$ cat src/bcu_defines.vh
// Constants for the block copy and user data space move unit.
// Included by bcu_exec.v, the checker and the bench; bcu_buf2.v uses none of it; definitions only.
`ifndef BCU_DEFINES_VH
`define BCU_DEFINES_VH
`define BCU_PFX_ED 8'hED
`define BCU_OP_COPY 8'hB0
`define BCU_OP_ULD 8'h86
`define BCU_OP_UST 8'h8E
`define BCU_PFX_IDX 8'hDD
`define BCU_PFX_MASK 8'hDF
`define BCU_PFX_SEL 5
`define BCU_F_S 7
`define BCU_F_Z 6
`define BCU_F_H 4
`define BCU_F_V 2
`define BCU_F_N 1
`define BCU_F_C 0
`define BCU_ADR_CTRL 4'h0
`define BCU_ADR_STAT 4'h4
`define BCU_ADR_CNT 4'h8
`define BCU_CTRL_RST 1'h1
`endif

$ cat src/bcu_buf2.v
// Two-entry valid/ready buffer for bytes in flight.
// Assumes one clock and a synchronous active-high reset.
`timescale 1ns/10ps
`default_nettype none
module bcu_buf2 #(
    parameter W = 8
) (
    input wire core_clk_i,
    input wire rst_i,
    input wire in_valid_i,
    output wire in_ready_o,
    input wire [W-1:0] in_data_i,
    output wire out_valid_o,
    input wire out_ready_i,
    output wire [W-1:0] out_data_o
);
    reg [W-1:0] mem_reg [0:1];
    reg wp_reg;
    reg rp_reg;
    reg [1:0] cnt_reg;
    wire push = in_valid_i && (cnt_reg != 2'h2);
    wire pop = out_ready_i && (cnt_reg != 2'h0);
    assign in_ready_o = (cnt_reg != 2'h2);
    assign out_valid_o = (cnt_reg != 2'h0);
    assign out_data_o = mem_reg[rp_reg];
    always @(posedge core_clk_i) begin
        if (rst_i) begin
            wp_reg <= 1'b0;
            rp_reg <= 1'b0;
            cnt_reg <= 2'h0;
        end else begin
            if (push) begin
                mem_reg[wp_reg] <= in_data_i;
                wp_reg <= ~wp_reg;
            end
            if (pop)
                rp_reg <= ~rp_reg;
            if (push && !pop)
                cnt_reg <= cnt_reg + 2'h1;
            else if (pop && !push)
                cnt_reg <= cnt_reg - 2'h1;
        end
    end
endmodule // bcu_buf2
`default_nettype wire

$ cat src/bcu_exec.v
// Execution unit for the ascending repeating block copy and the
// user data space byte move. Assumes a decoder hands over the opcode
// bytes and register values with start_i, and a memory port whose
// ack_i comes one or more cycles after req_o and carries MMU status.
//
// Contract
// - Opcode ED B0 starts the ascending repeating block copy.
// - Each copy step reads at source pointer, writes at target pointer.
// - Per byte: pointers plus one, count minus one, repeat until zero.
// - A starting count of zero moves 65,536 bytes.
// - Interrupt accepted between bytes; first-byte PC saved for resume.
// - User load translates source with the user-mode data mapping.
// - User store translates target with user data mapping; source kept.
// - User move: carry 0 on success, 1 on failure.
// - Successful user move leaves all flags but carry.
// - Failed user move: write protect into Z, valid bit into V.
// - Opcode ED 86 loads accumulator from user data space via pointer.
// - Opcode ED 8E stores accumulator to user data space via pointer.
// - Indexed form: prefix bit picks first/second index, plus displacement.
//
// Our own choices: the placing of the registers and strobed register access.
`timescale 1ns/10ps
`default_nettype none
`include "bcu_defines.vh"
module bcu_exec #(
    parameter AW = 16
) (
    input wire core_clk_i,
    input wire rst_i,
    input wire start_i,
    input wire idx_i,
    input wire [7:0] pfx_i,
    input wire [7:0] op0_i,
    input wire [7:0] op1_i,
    input wire [7:0] disp_i,
    input wire sys_mode_i,
    input wire [AW-1:0] pc_i,
    input wire [AW-1:0] src_ptr_i,
    input wire [AW-1:0] tgt_ptr_i,
    input wire [15:0] cnt_i,
    input wire [AW-1:0] idx_first_i,
    input wire [AW-1:0] idx_second_i,
    input wire [7:0] acc_i,
    input wire [7:0] flags_i,
    input wire irq_pend_i,
    output reg mem_req_o,
    output reg mem_we_o,
    output reg mem_user_o,
    output reg mem_nolog_o,
    output reg [AW-1:0] mem_addr_o,
    output reg [7:0] mem_wdata_o,
    input wire mem_ack_i,
    input wire [7:0] mem_rdata_i,
    input wire mem_fault_i,
    input wire mem_wp_i,
    input wire mem_valid_i,
    input wire [3:0] bus_addr_i,
    input wire [31:0] bus_wdata_i,
    input wire bus_we_i,
    input wire bus_re_i,
    output reg [31:0] bus_rdata_o,
    output reg busy_o,
    output reg done_o,
    output reg bad_op_o,
    output reg priv_trap_o,
    output reg irq_take_o,
    output reg [AW-1:0] resume_pc_o,
    output reg [AW-1:0] src_ptr_o,
    output reg [AW-1:0] tgt_ptr_o,
    output reg [15:0] cnt_o,
    output reg [7:0] acc_o,
    output reg [7:0] flags_o
);
    localparam S_IDLE = 3'h0;
    localparam S_RD = 3'h1;
    localparam S_RDW = 3'h2;
    localparam S_WR = 3'h3;
    localparam S_WRW = 3'h4;
    localparam S_UMV = 3'h5;
    localparam S_UMW = 3'h6;

    reg [2:0] st_reg;
    reg uld_reg;
    reg irq_en_reg;
    reg last_fault_reg;
    reg [15:0] moved_reg;
    reg [AW-1:0] uaddr_reg;

    // Buffer between the read and write halves of a copy step
    wire buf_in_ready;
    wire buf_out_valid;
    wire [7:0] buf_out_data;
    wire buf_push = (st_reg == S_RDW) && mem_ack_i;
    wire buf_pop = (st_reg == S_WRW) && mem_ack_i;

    bcu_buf2 #(
        .W(8)
    ) u_buf (
        .core_clk_i(core_clk_i),
        .rst_i(rst_i),
        .in_valid_i(buf_push),
        .in_ready_o(buf_in_ready),
        .in_data_i(mem_rdata_i),
        .out_valid_o(buf_out_valid),
        .out_ready_i(buf_pop),
        .out_data_o(buf_out_data)
    );

    wire is_ed = (op0_i == `BCU_PFX_ED);
    wire has_pfx = ((pfx_i & `BCU_PFX_MASK) == `BCU_PFX_IDX);
    wire dec_copy = is_ed && !has_pfx && (op1_i == `BCU_OP_COPY);
    wire dec_uld = is_ed && (op1_i == `BCU_OP_ULD);
    wire dec_ust = is_ed && (op1_i == `BCU_OP_UST);
    wire [AW-1:0] idx_base = pfx_i[`BCU_PFX_SEL] ? idx_second_i : idx_first_i;
    wire [AW-1:0] disp_ext = {{(AW-8){disp_i[7]}}, disp_i};
    wire [AW-1:0] uaddr = (idx_i && has_pfx) ? idx_base + disp_ext : src_ptr_i;
    wire [15:0] cnt_dec = cnt_o - 16'h0001;

    always @(posedge core_clk_i) begin
        if (rst_i) begin
            st_reg <= S_IDLE;
            uld_reg <= 1'b0;
            uaddr_reg <= {AW{1'b0}};
            mem_req_o <= 1'b0;
            mem_we_o <= 1'b0;
            mem_user_o <= 1'b0;
            mem_nolog_o <= 1'b0;
            mem_addr_o <= {AW{1'b0}};
            mem_wdata_o <= 8'h00;
            busy_o <= 1'b0;
            done_o <= 1'b0;
            bad_op_o <= 1'b0;
            priv_trap_o <= 1'b0;
            irq_take_o <= 1'b0;
            resume_pc_o <= {AW{1'b0}};
            src_ptr_o <= {AW{1'b0}};
            tgt_ptr_o <= {AW{1'b0}};
            cnt_o <= 16'h0000;
            acc_o <= 8'h00;
            flags_o <= 8'h00;
            last_fault_reg <= 1'b0;
            moved_reg <= 16'h0000;
        end else begin
            done_o <= 1'b0;
            bad_op_o <= 1'b0;
            priv_trap_o <= 1'b0;
            irq_take_o <= 1'b0;
            case (st_reg)
                S_IDLE: begin
                    if (start_i) begin
                        src_ptr_o <= src_ptr_i;
                        tgt_ptr_o <= tgt_ptr_i;
                        cnt_o <= cnt_i;
                        acc_o <= acc_i;
                        flags_o <= flags_i;
                        resume_pc_o <= pc_i;
                        uaddr_reg <= uaddr;
                        uld_reg <= dec_uld;
                        moved_reg <= 16'h0000;
                        if (dec_copy) begin
                            busy_o <= 1'b1;
                            st_reg <= S_RD;
                        end else if (dec_uld || dec_ust) begin
                            if (!sys_mode_i) begin
                                priv_trap_o <= 1'b1;
                                done_o <= 1'b1;
                            end else begin
                                busy_o <= 1'b1;
                                st_reg <= S_UMV;
                            end
                        end else begin
                            bad_op_o <= 1'b1;
                            done_o <= 1'b1;
                        end
                    end
                end
                S_RD: begin
                    // Stall the read while the buffer has no room
                    if (buf_in_ready) begin
                        mem_req_o <= 1'b1;
                        mem_we_o <= 1'b0;
                        mem_user_o <= 1'b0;
                        mem_nolog_o <= 1'b0;
                        mem_addr_o <= src_ptr_o;
                        st_reg <= S_RDW;
                    end
                end
                S_RDW: begin
                    if (mem_ack_i) begin
                        mem_req_o <= 1'b0;
                        st_reg <= S_WR;
                    end
                end
                S_WR: begin
                    if (buf_out_valid) begin
                        mem_req_o <= 1'b1;
                        mem_we_o <= 1'b1;
                        mem_addr_o <= tgt_ptr_o;
                        mem_wdata_o <= buf_out_data;
                        st_reg <= S_WRW;
                    end
                end
                S_WRW: begin
                    if (mem_ack_i) begin
                        mem_req_o <= 1'b0;
                        mem_we_o <= 1'b0;
                        src_ptr_o <= src_ptr_o + {{(AW-1){1'b0}}, 1'b1};
                        tgt_ptr_o <= tgt_ptr_o + {{(AW-1){1'b0}}, 1'b1};
                        cnt_o <= cnt_dec;
                        moved_reg <= moved_reg + 16'h0001;
                        // Decrement before the zero test makes zero mean full range
                        if (cnt_dec == 16'h0000) begin
                            flags_o[`BCU_F_H] <= 1'b0;
                            flags_o[`BCU_F_V] <= 1'b0;
                            flags_o[`BCU_F_N] <= 1'b0;
                            busy_o <= 1'b0;
                            done_o <= 1'b1;
                            st_reg <= S_IDLE;
                        end else if (irq_pend_i && irq_en_reg) begin
                            // Registers stay updated; re-execution resumes the copy
                            irq_take_o <= 1'b1;
                            busy_o <= 1'b0;
                            done_o <= 1'b1;
                            st_reg <= S_IDLE;
                        end else begin
                            st_reg <= S_RD;
                        end
                    end
                end
                S_UMV: begin
                    mem_req_o <= 1'b1;
                    mem_we_o <= ~uld_reg;
                    mem_user_o <= 1'b1;
                    mem_nolog_o <= 1'b1;
                    mem_addr_o <= uaddr_reg;
                    mem_wdata_o <= acc_o;
                    st_reg <= S_UMW;
                end
                S_UMW: begin
                    if (mem_ack_i) begin
                        mem_req_o <= 1'b0;
                        mem_we_o <= 1'b0;
                        mem_user_o <= 1'b0;
                        mem_nolog_o <= 1'b0;
                        last_fault_reg <= mem_fault_i;
                        // Only carry moves on success; Z and V follow only on failure
                        flags_o[`BCU_F_C] <= mem_fault_i;
                        if (mem_fault_i) begin
                            flags_o[`BCU_F_Z] <= mem_wp_i;
                            flags_o[`BCU_F_V] <= mem_valid_i;
                        end else if (uld_reg) begin
                            acc_o <= mem_rdata_i;
                        end
                        busy_o <= 1'b0;
                        done_o <= 1'b1;
                        st_reg <= S_IDLE;
                    end
                end
                default: begin
                    st_reg <= S_IDLE;
                end
            endcase
        end
    end

    // Register port: control, status, bytes moved
    always @(posedge core_clk_i) begin
        if (rst_i) begin
            irq_en_reg <= `BCU_CTRL_RST;
            bus_rdata_o <= 32'h00000000;
        end else begin
            if (bus_we_i && (bus_addr_i == `BCU_ADR_CTRL))
                irq_en_reg <= bus_wdata_i[0];
            bus_rdata_o <= 32'h00000000;
            if (bus_re_i) begin
                case (bus_addr_i)
                    `BCU_ADR_CTRL: bus_rdata_o <= {31'h00000000, irq_en_reg};
                    `BCU_ADR_STAT: bus_rdata_o <= {27'h0000000, last_fault_reg, busy_o, st_reg};
                    `BCU_ADR_CNT: bus_rdata_o <= {16'h0000, moved_reg};
                    default: bus_rdata_o <= 32'h00000000;
                endcase
            end
        end
    end
endmodule // bcu_exec
`default_nettype wire

$ cat config.mk
export PLATFORM = sky130hd
export DESIGN_NAME = bcu_exec
export DESIGN_NICKNAME = d
export VERILOG_FILES = /design/src/bcu_buf2.v /design/src/bcu_exec.v
export VERILOG_INCLUDE_DIRS = /design/src
export SDC_FILE = /design/constraint.sdc
export NUM_CORES = 1
export LEC_CHECK = 0
export BUFFER_PORTS_ARGS = -buffer_cell sky130_fd_sc_hd__buf_2
export CORE_MARGIN = 2
export CORE_UTILIZATION = 47
export CTS_CLUSTER_DIAMETER = 200
export DETAILED_ROUTE_END_ITERATION = 6
export PLACE_DENSITY = 0.74
export SKIP_CTS_REPAIR_TIMING = 1
export SYNTH_ARGS = -nofsm -noshare
export SYNTH_HDL_FRONTEND = slang
export SYNTH_SLANG_ARGS = --single-unit
export TNS_END_PERCENT = 1
$ cat constraint.sdc
create_clock -name core_clk_i -period 4.63 [get_ports core_clk_i]
set_clock_uncertainty 0.15 [all_clocks]
set_input_delay 0.926 -clock core_clk_i [delete_from_list [all_inputs] [get_ports core_clk_i]]
set_output_delay 0.926 -clock core_clk_i [all_outputs]
set_load 0.01 [all_outputs]
==> impl_metrics.json, run 1 <==
{
  "clk_path_buf_depth": 2,
  "ant_nets": 0,
  "p_per_area_nw_per_um2": 570,
  "cts-buffers-inserted": 17,
  "startpoint_type": "flip-flop",
  "finalCritPeriodShare_pct": 76.7,
  "yosysWarnings": 0,
  "tightest_slew_ps": 1180,
  "root_buffer": "clkbuf_16",
  "fp-row-count": 53,
  "clk_pin_slew_worst_paths_ps": 80,
  "min_period_ps": 3550,
  "grt_overflow": 0,
  "cts.sinks": 187,
  "die_x_um": 149,
  "grt_pass1_wl_mm": 46.1,
  "coreArea_um2": 20800,
  "nets": 1688,
  "syn-instance-count": 1228,
  "port_buffers": 297,
  "hold_class": "flip-flop to flip-flop",
  "report.final.slew_viol_count": 0,
  "grt_max_degree": 87,
  "setup_viol_count_final": 0,
  "synth_edf_count": 16,
  "layout.cells.non_filler": 1756,
  "initial_core_util_pct": 47.6,
  "netlist_area_um2": 9900,
  "path_class": "flip-flop to flip-flop",
  "critical_path_arrival_ps": 3760,
  "rsz0062_at_grt": "no",
  "grt_antenna_before_repair": 2,
  "seq_area_frac_synth_pct": 39.4,
  "p_leak_nw": 5.12,
  "grt_pass1_vias": 8761,
  "crit_fanout": 36,
  "hold_viol": 0,
  "vias": 10102,
  "vias_per_cell": 5.75,
  "wl_per_cell_um": 17.2,
  "die_area_um2": 22200,
  "required_ps": 4840,
  "drtIter0Drc": 895,
  "cts.htree.levels": 4,
  "synth_flop_cell": "dfxtp_1",
  "drt_pre_antenna_iters": 5,
  "cts_tree": "done",
  "avgSynthCellArea_um2": 8.06,
  "fillers": 1916,
  "status": "complete, no violations",
  "dp_cells": 1722,
  "wl_mm": 30.2,
  "synth_seq_cells": 187,
  "drv_cap": 0,
  "clock.fmax_mhz": 282,
  "drc": 0,
  "yosysUniqueCellTypes": 68,
  "clock_latency_ps": 440,
  "tns_ps": 0,
  "die_h_um": 149,
  "slew_headroom_pct": 21.0,
  "irDropWorstVdd_mv": 0.301,
  "cp_cell_sequence": "nor2b_1 -> buf_4 -> and2_2 -> o211ai_1 -> ha_1 -> or3_1 -> a21oi_1",
  "place_congestion": 0.914,
  "drive_gt1_share_pct": 25.3,
  "io_pins": 345,
  "synthArstFlopShare_pct": 0,
  "worstSetupEndpointType": "flip-flop",
  "grt_usage_pct": 26.1,
  "synthToLayoutAreaGrowth_pct": 21.3,
  "dp_hpwl_mm": 22.0,
  "critical-path-max-stage-delay_ps": 850,
  "cp_slowest_cell": "dfxtp_1"
}
==> routing by layer <==
metal / vias up / GRT usage (%) / routed length [µm]
met5: - / 0 / 0
li1: 4906 / - / -
met4: 0 / 10.1 / 889
met2: 432 / 41.5 / 14000
met3: 55 / 5.08 / 2590
met1: 4709 / 35.2 / 12700
==> layout make-up <==
| class | instances | area (µm²) | area share [%] |
|---|---|---|---|
| multi-input cells | 937 | 5480 | 45.6 |
| flip-flops and latches | 187 | 3900 | 32.5 |
| repair buffers | 309 | 1580 | 13.1 |
| clock buffers | 17 | 425 | 3.54 |
| well taps | 275 | 344 | 2.87 |
| clock inverters | 15 | 216 | 1.80 |
| inverters | 14 | 52.6 | 0.438 |
| diodes | 2 | 5.00 | 0.0417 |
==> cells in the mapped netlist (4+ instances only) <==
library cell / count / area share (%)
and2_1: 22 / 1.4
clkbuf_8: 5 / 0.69
or3_1: 11 / 0.69
nor3_1: 30 / 1.5
xnor2_1: 5 / 0.44
a311oi_1: 34 / 3.0
and3_1: 18 / 1.1
nand3_1: 45 / 2.3
nand3b_1: 6 / 0.45
o22ai_1: 17 / 1.1
inv_1: 14 / 0.53
mux2i_1: 15 / 1.5
nor4_1: 7 / 0.44
a21o_1: 7 / 0.53
nand2b_1: 4 / 0.25
a21oi_1: 106 / 5.4
a22oi_1: 32 / 2.4
edfxtp_1: 16 / 4.9
mux2_2: 15 / 1.7
buf_4: 17 / 1.3
o32ai_1: 5 / 0.44
clkbuf_1: 67 / 2.5
a31oi_1: 13 / 0.82
dfxtp_1: 171 / 35
nand4_1: 16 / 1.0
o21ai_0: 71 / 3.6
nor2b_1: 8 / 0.51
buf_1: 13 / 0.49
nor2_1: 129 / 4.9
o211a_1: 6 / 0.61
o211ai_1: 11 / 0.83
nand2_1: 170 / 6.4
xor2_1: 20 / 1.8
ha_1: 21 / 2.7
a211oi_1: 29 / 2.2
==> layout by cell type, fill, tap and decap left out, types with 16 or more instances in the layout <==
master / count
a21oi_1: 106
nand4_1: 16
buf_2: 296
nand3_1: 45
xor2_1: 20
dfxtp_1: 171
and2_1: 21
o22ai_1: 17
o21ai_0: 71
edfxtp_1: 16
ha_1: 21
conb_1: 16
nor3_1: 29
nand2_1: 169
nor2_1: 129
a211oi_1: 29
a22oi_1: 32
and3_1: 18
clkbuf_16: 17
a311oi_1: 34
==> path summary, 6_finish.rpt <==
check                 start               end  slack [ps]  depth (start not counted)
max               st_reg[2]  u_buf.cnt_reg[1]        1080                          7
min          resume_pc_o[1]    resume_pc_o[1]         300                          2
max reg2reg       st_reg[2]  u_buf.cnt_reg[1]        1080                          7
min reg2reg  resume_pc_o[1]    resume_pc_o[1]         300                          2
==> critical path, delay by kind of cell, from the launching register on <==
family	cells	cell delay, ps
AO/OA/AOI/OAI	2	400
adder cells (fa/ha/maj)	1	390
flip-flops	1	850
AND/OR/NAND/NOR	3	1390
buffers and inverters	1	280
==> cells by family after synthesis <==
logic type / synth area share [%]
other cells: 0.0379
xor+xnor: 2.21
compound gates: 23.2
fa+ha+maj: 2.86
flops: 39.4
simple gates: 23.1
buf+inv: 5.89
mux: 3.22
==> power breakdown <==
part           switching (mW)  internal, mW  leakage (nW)
registers               0.502          2.00          1.54
logic                    1.74          1.03          3.27
clock network           0.798         0.765         0.308
total                    3.04          3.80          5.12
==> metrics by stage <==
stage / util (%) / cell area, µm² / setup WS [ps] / hold slack [ps] / power (mW)
2_1_floorplan: - / 9960 / 883 / 297 / 4.33
3_3_place_gp: 54.6 / 11400 / 886 / 289 / 5.20
3_5_place_dp: 54.6 / 11400 / 825 / 295 / 5.26
4_1_cts: 57.6 / 12000 / 1120 / 306 / 6.82
5_1_grt: 57.7 / 12000 / 922 / 321 / 7.28
6_report: 57.7 / 12000 / 1080 / 304 / 6.84
No activity file was read; power rests on OpenSTA's default activity.
==> run 2: changes to the inputs <==
CORE_UTILIZATION = 46   (was 47)
PLACE_DENSITY = 0.75   (was 0.74)
clock period = 3.1 ns   (was 4.63 ns; I/O delays follow)
==> impl_metrics.json, run 2 (same netlist as run 1, synthesis figures left out) <==
{
  "clock.fmax_mhz": 346,
  "clock_latency_ps": 430,
  "setup_viol_count_final": 0,
  "critical-path-max-stage-delay_ps": 610,
  "crit_fanout": 11,
  "drv_cap": 0,
  "wl_mm": 30.2,
  "path_class": "flip-flop to flip-flop",
  "hold_viol": 0,
  "coreArea_um2": 21100,
  "clk_path_buf_depth": 2,
  "finalCritPeriodShare_pct": 93.1,
  "dpl-instance-area_um2": 11600,
  "root_buffer": "clkbuf_16",
  "die_h_um": 151,
  "timing.rr.start": "cnt_o[0]",
  "place_ws_ps": -124,
  "critical_path_arrival_ps": 3100,
  "tns_ps": 0,
  "reg2regPathDepth": 9,
  "grt_usage_pct": 25.4,
  "cp_cell_sequence": "inv_1 -> ha_1 -> or4b_4 -> nor3b_2 -> a31oi_1 -> o32ai_1 -> a31oi_1 -> or3_1 -> a21oi_1",
  "cts.sinks": 187,
  "cts-buffers-inserted": 17,
  "min_to": "priv_trap_o",
  "cts_tree": "done",
  "worst_slack_ps": 213,
  "nets": 1721,
  "critPathMostFrequentCell": "a31oi_1",
  "fin_util_pct": 58.2,
  "die_area_um2": 22700,
  "layout_commonest_cell": "buf_2",
  "rsz0062_at_grt": "no",
  "hold_class": "primary input to flip-flop",
  "cts.htree.levels": 4,
  "drc": 0,
  "status": "complete, no violations",
  "final_cell_area_um2": 12300,
  "synthToLayoutAreaGrowth_pct": 24.0,
  "p_per_area_nw_per_um2": 840,
  "ant_nets": 0,
  "port_buffers": 297,
  "grt_antenna_before_repair": 2,
  "die_x_um": 151,
  "fp-row-count": 53,
  "p_leak_nw": 5.29,
  "whs_ps": 209,
  "r2r-end": "flags_o[2]",
  "regToRegSetupSlack_ps": 210,
  "required_ps": 3310,
  "io_pins": 345,
  "clk_pin_slew_worst_paths_ps": 80,
  "grt_overflow": 0,
  "drive_gt1_share_pct": 27.0,
  "drt_pre_antenna_iters": 5,
  "grt_pass1_vias": 8937,
  "vias": 10240,
  "wl_per_cell_um": 16.9,
  "initial_core_util_pct": 47.0,
  "slew_headroom_pct": 23.3,
  "min_period_ps": 2890,
  "dp_hpwl_mm": 22.3,
  "drtIter0Drc": 843,
  "final_cell_mix": "buf_2 (296), dfxtp_1 (171), nand2_1 (169)",
  "cp_slowest_cell": "or4b_4",
  "tightest_slew_ps": 1150,
  "worstSetupEndpointType": "flip-flop",
  "hold_start": "sys_mode_i",
  "hold_depth": 2,
  "grt_max_degree": 74,
  "startpoint_type": "flip-flop",
  "irDropWorstVdd_mv": 0.489,
  "grt_pass1_wl_mm": 45.8,
  "fillers": 1934,
  "place_congestion": 0.956,
  "vias_per_cell": 5.72,
  "report.final.slew_viol_count": 0
}
## run 2: metrics by stage
step	cells	total power, mW
after global routing	1789	11.0
final	1789	10.3
after global placement	1755	7.93
after floorplan	1243	6.48
after CTS	1787	10.3
after detailed placement	1755	8.03
## run 2: how the worst max path moves through the flow
stage,depth (start not counted),endpoint,start
after floorplan,12,uaddr_reg[13],pfx_i[5]
after global placement,12,uaddr_reg[10],pfx_i[5]
after detailed placement,12,uaddr_reg[10],pfx_i[5]
after CTS,9,flags_o[2],cnt_o[0]
after global routing,9,flags_o[2],cnt_o[1]
final,9,flags_o[2],cnt_o[0]
## run 2: area by class of cell
type	instances	area, µm²	share of cell area (%)
antenna	2	5.00	0.0408
timing repair buffer	342	1850	15.1
inverter	14	52.6	0.428
clock buffer	17	425	3.46
tap	275	344	2.80
clock inverter	15	211	1.72
multi-input combinational	937	5490	44.7
sequential	187	3900	31.8
## run 2: report_power, final
| part | internal [mW] | switching [mW] | total, mW |
|---|---|---|---|
| Sequential | 2.99 | 0.701 | 3.69 |
| Clock | 1.13 | 1.14 | 2.27 |
| Combinational | 1.68 | 2.67 | 4.35 |
## run 2: critical path, delay by kind of cell (launching register included)
family	cells	cell delay (ps)
adder cells (fa/ha/maj)	1	300
flip-flops	1	380
AND/OR/NAND/NOR	3	1200
AO/OA/AOI/OAI	4	690
buffers and inverters	1	100
## run 2: layer usage
metal	GRT usage (%)	part of all wire (%)	routed length [µm]	up-vias
li1	-	-	-	4969
met1	33.6	42	12800	4711
met2	41.0	46	14000	485
met3	4.58	7.8	2370	75
met4	10.9	3.5	1060	0
met5	0	0	0	-
==> run 3: changes to the inputs <==
==> constraint.sdc (replaced) <==
create_clock -name core_clk_i -period 3.1 [get_ports core_clk_i]
set_clock_uncertainty 0.15 [all_clocks]
set_input_delay 0.155 -clock core_clk_i [delete_from_list [all_inputs] [get_ports core_clk_i]]
set_output_delay 0.155 -clock core_clk_i [all_outputs]
set_load 0.01 [all_outputs]
==> impl_metrics.json, run 3 (same netlist as run 1, synthesis figures left out) <==
{
  "cp_cell_sequence": "inv_1 -> ha_1 -> or4b_4 -> a21oi_1 -> o2111ai_1 -> a21oi_1 -> a31oi_1 -> or3_1 -> a21oi_1",
  "worst-path-stages": 9,
  "comb_power_share_pct": 43.1,
  "reg2regPathDepth": 9,
  "r2r-end": "flags_o[2]",
  "cts.sinks": 187,
  "rsz0062_at_grt": "no",
  "fillers": 1797,
  "final_cell_mix": "buf_2 (296), dfxtp_1 (171), nand2_1 (169)",
  "dp_cells": 1735,
  "grt_usage_pct": 25.8,
  "layout.cells.non_filler": 1866,
  "critPathMostFrequentCell": "a21oi_1",
  "switchingPower_mw": 4.58,
  "nets": 1799,
  "seq_area_um2": 3900,
  "tns_ps": 0,
  "hold_class": "primary input to flip-flop",
  "min_to": "cnt_o[10]",
  "startpoint_type": "flip-flop",
  "grt_pass1_wl_mm": 46.3,
  "regToRegSetupSlack_ps": 260,
  "clock.fmax_mhz": 353,
  "wl_per_cell_um": 17.2,
  "clock_latency_ps": 440,
  "port_buffers": 297,
  "tightest_slew_ps": 1110,
  "irDropWorstVdd_mv": 0.416,
  "clk_path_buf_depth": 2,
  "setup_viol_count_final": 0,
  "p_per_area_nw_per_um2": 797,
  "synthToLayoutAreaGrowth_pct": 32.4,
  "critPathTopFamily": "simple AND/OR/NAND/NOR gates",
  "p_leak_nw": 5.63,
  "critical_path_arrival_ps": 3060,
  "grt_pass1_vias": 9042,
  "cts-buffers-inserted": 17,
  "path_buf_inv": 1,
  "drive_gt1_share_pct": 24.5,
  "cp_slowest_cell": "or4b_4",
  "crit_fanout": 11,
  "cts_tree": "done",
  "p_seq_share_pct": 35.4,
  "timing.rr.start": "cnt_o[0]",
  "worstSetupEndpointType": "flip-flop",
  "status": "finished with violations",
  "wl_mm": 32.1,
  "internal_power_mw": 5.88,
  "path_class": "flip-flop to flip-flop",
  "whs_ps": -67.7,
  "layout_commonest_cell": "buf_2",
  "root_buffer": "clkbuf_16",
  "die_area_um2": 22700,
  "clk_pin_slew_worst_paths_ps": 80,
  "multi_input_area_um2": 5490,
  "min_period_ps": 2840,
  "violations": "negative hold slack",
  "vias": 10679,
  "hold_start": "cnt_i[10]",
  "critical-path-max-stage-delay_ps": 600,
  "grt_overflow": 0,
  "slew_headroom_pct": 25.9,
  "power_frac_clock_pct": 21.5,
  "report.final.slew_viol_count": 0,
  "p_sw_share_pct": 43.8,
  "drc": 0,
  "hold_viol": 9,
  "drtIter0Drc": 1067,
  "grt_max_degree": 73,
  "initial_core_util_pct": 47.0,
  "fp-row-count": 53,
  "die_x_um": 151,
  "finalCritPeriodShare_pct": 91.5,
  "place_congestion": 0.910,
  "die_h_um": 151,
  "drv_cap": 0,
  "cts.htree.levels": 4,
  "dp_hpwl_mm": 22.2,
  "grt_antenna_before_repair": 1,
  "drt_pre_antenna_iters": 5,
  "ant_nets": 0,
  "coreArea_um2": 21100,
  "io_pins": 345,
  "required_ps": 3320,
  "hold_depth": 5,
  "vias_per_cell": 5.72
}
## run 3: cell count changes in the layout (fill, tap and decap cells not counted), sizes merged
cell,before,now
clkinvlp,0,2
dlygate4sd3,0,97
inv,21,18
buf,342,323
clkinv,8,9
diode,2,1
## run 3: area by class of cell
type	count	area share, %
Antenna cell	1	0.0191
Tap cell	275	2.62
Inverter	14	0.401
Clock buffer	17	3.24
Timing Repair Buffer	420	20.5
Sequential cell	187	29.8
Clock inverter	15	1.56
Multi-Input combinational cell	937	41.9
## run 3: worst reg2reg max path: cells and delay by family (launching register included)
family | cells | cell delay (ps)
buf+inv | 1 | 110
compound gates | 5 | 840
fa+ha+maj | 1 | 310
flops | 1 | 380
simple gates | 2 | 990
## run 3: power by group through the flow
| stage | Clock (mW) | Combinational [mW] | Sequential [mW] |
|---|---|---|---|
| finish | 2.25 | 4.51 | 3.70 |
| global route | 2.37 | 4.97 | 3.77 |
| CTS | 2.28 | 4.31 | 3.67 |
| detailed placement | 0 | 4.29 | 3.71 |
| global placement | 0 | 4.21 | 3.71 |
| floorplan | 0 | 2.77 | 3.70 |
## run 3: metrics by stage
step	hold WS, ps	worst slack [ps]	power (mW)	cell area (µm²)	utilization [%]
6_report	-67.7	264	10.5	13100	62.2
5_1_grt	3.57	105	11.1	13100	62.2
4_1_cts	-276	222	10.3	12100	57.5
3_5_place_dp	193	235	8.01	11500	54.5
3_3_place_gp	185	336	7.92	11500	54.5
2_1_floorplan	83.2	124	6.47	9960	-
## run 3: worst max path at each step
stage,from,end
2_1_floorplan,pfx_i[5],uaddr_reg[13]
3_3_place_gp,cnt_o[0],busy_o
3_5_place_dp,pfx_i[5],uaddr_reg[10]
4_1_cts,cnt_o[0],busy_o
5_1_grt,cnt_o[0],flags_o[2]
6_report,cnt_o[0],flags_o[2]
## run 3: per-layer routing
metal / vias to the layer above / global-route usage, % / part of all wire (%)
li1: 5133 / - / -
met1: 4964 / 34.4 / 41
met2: 515 / 41.3 / 48
met3: 67 / 4.58 / 8.0
met4: 0 / 10.5 / 2.9
met5: - / 0 / 0
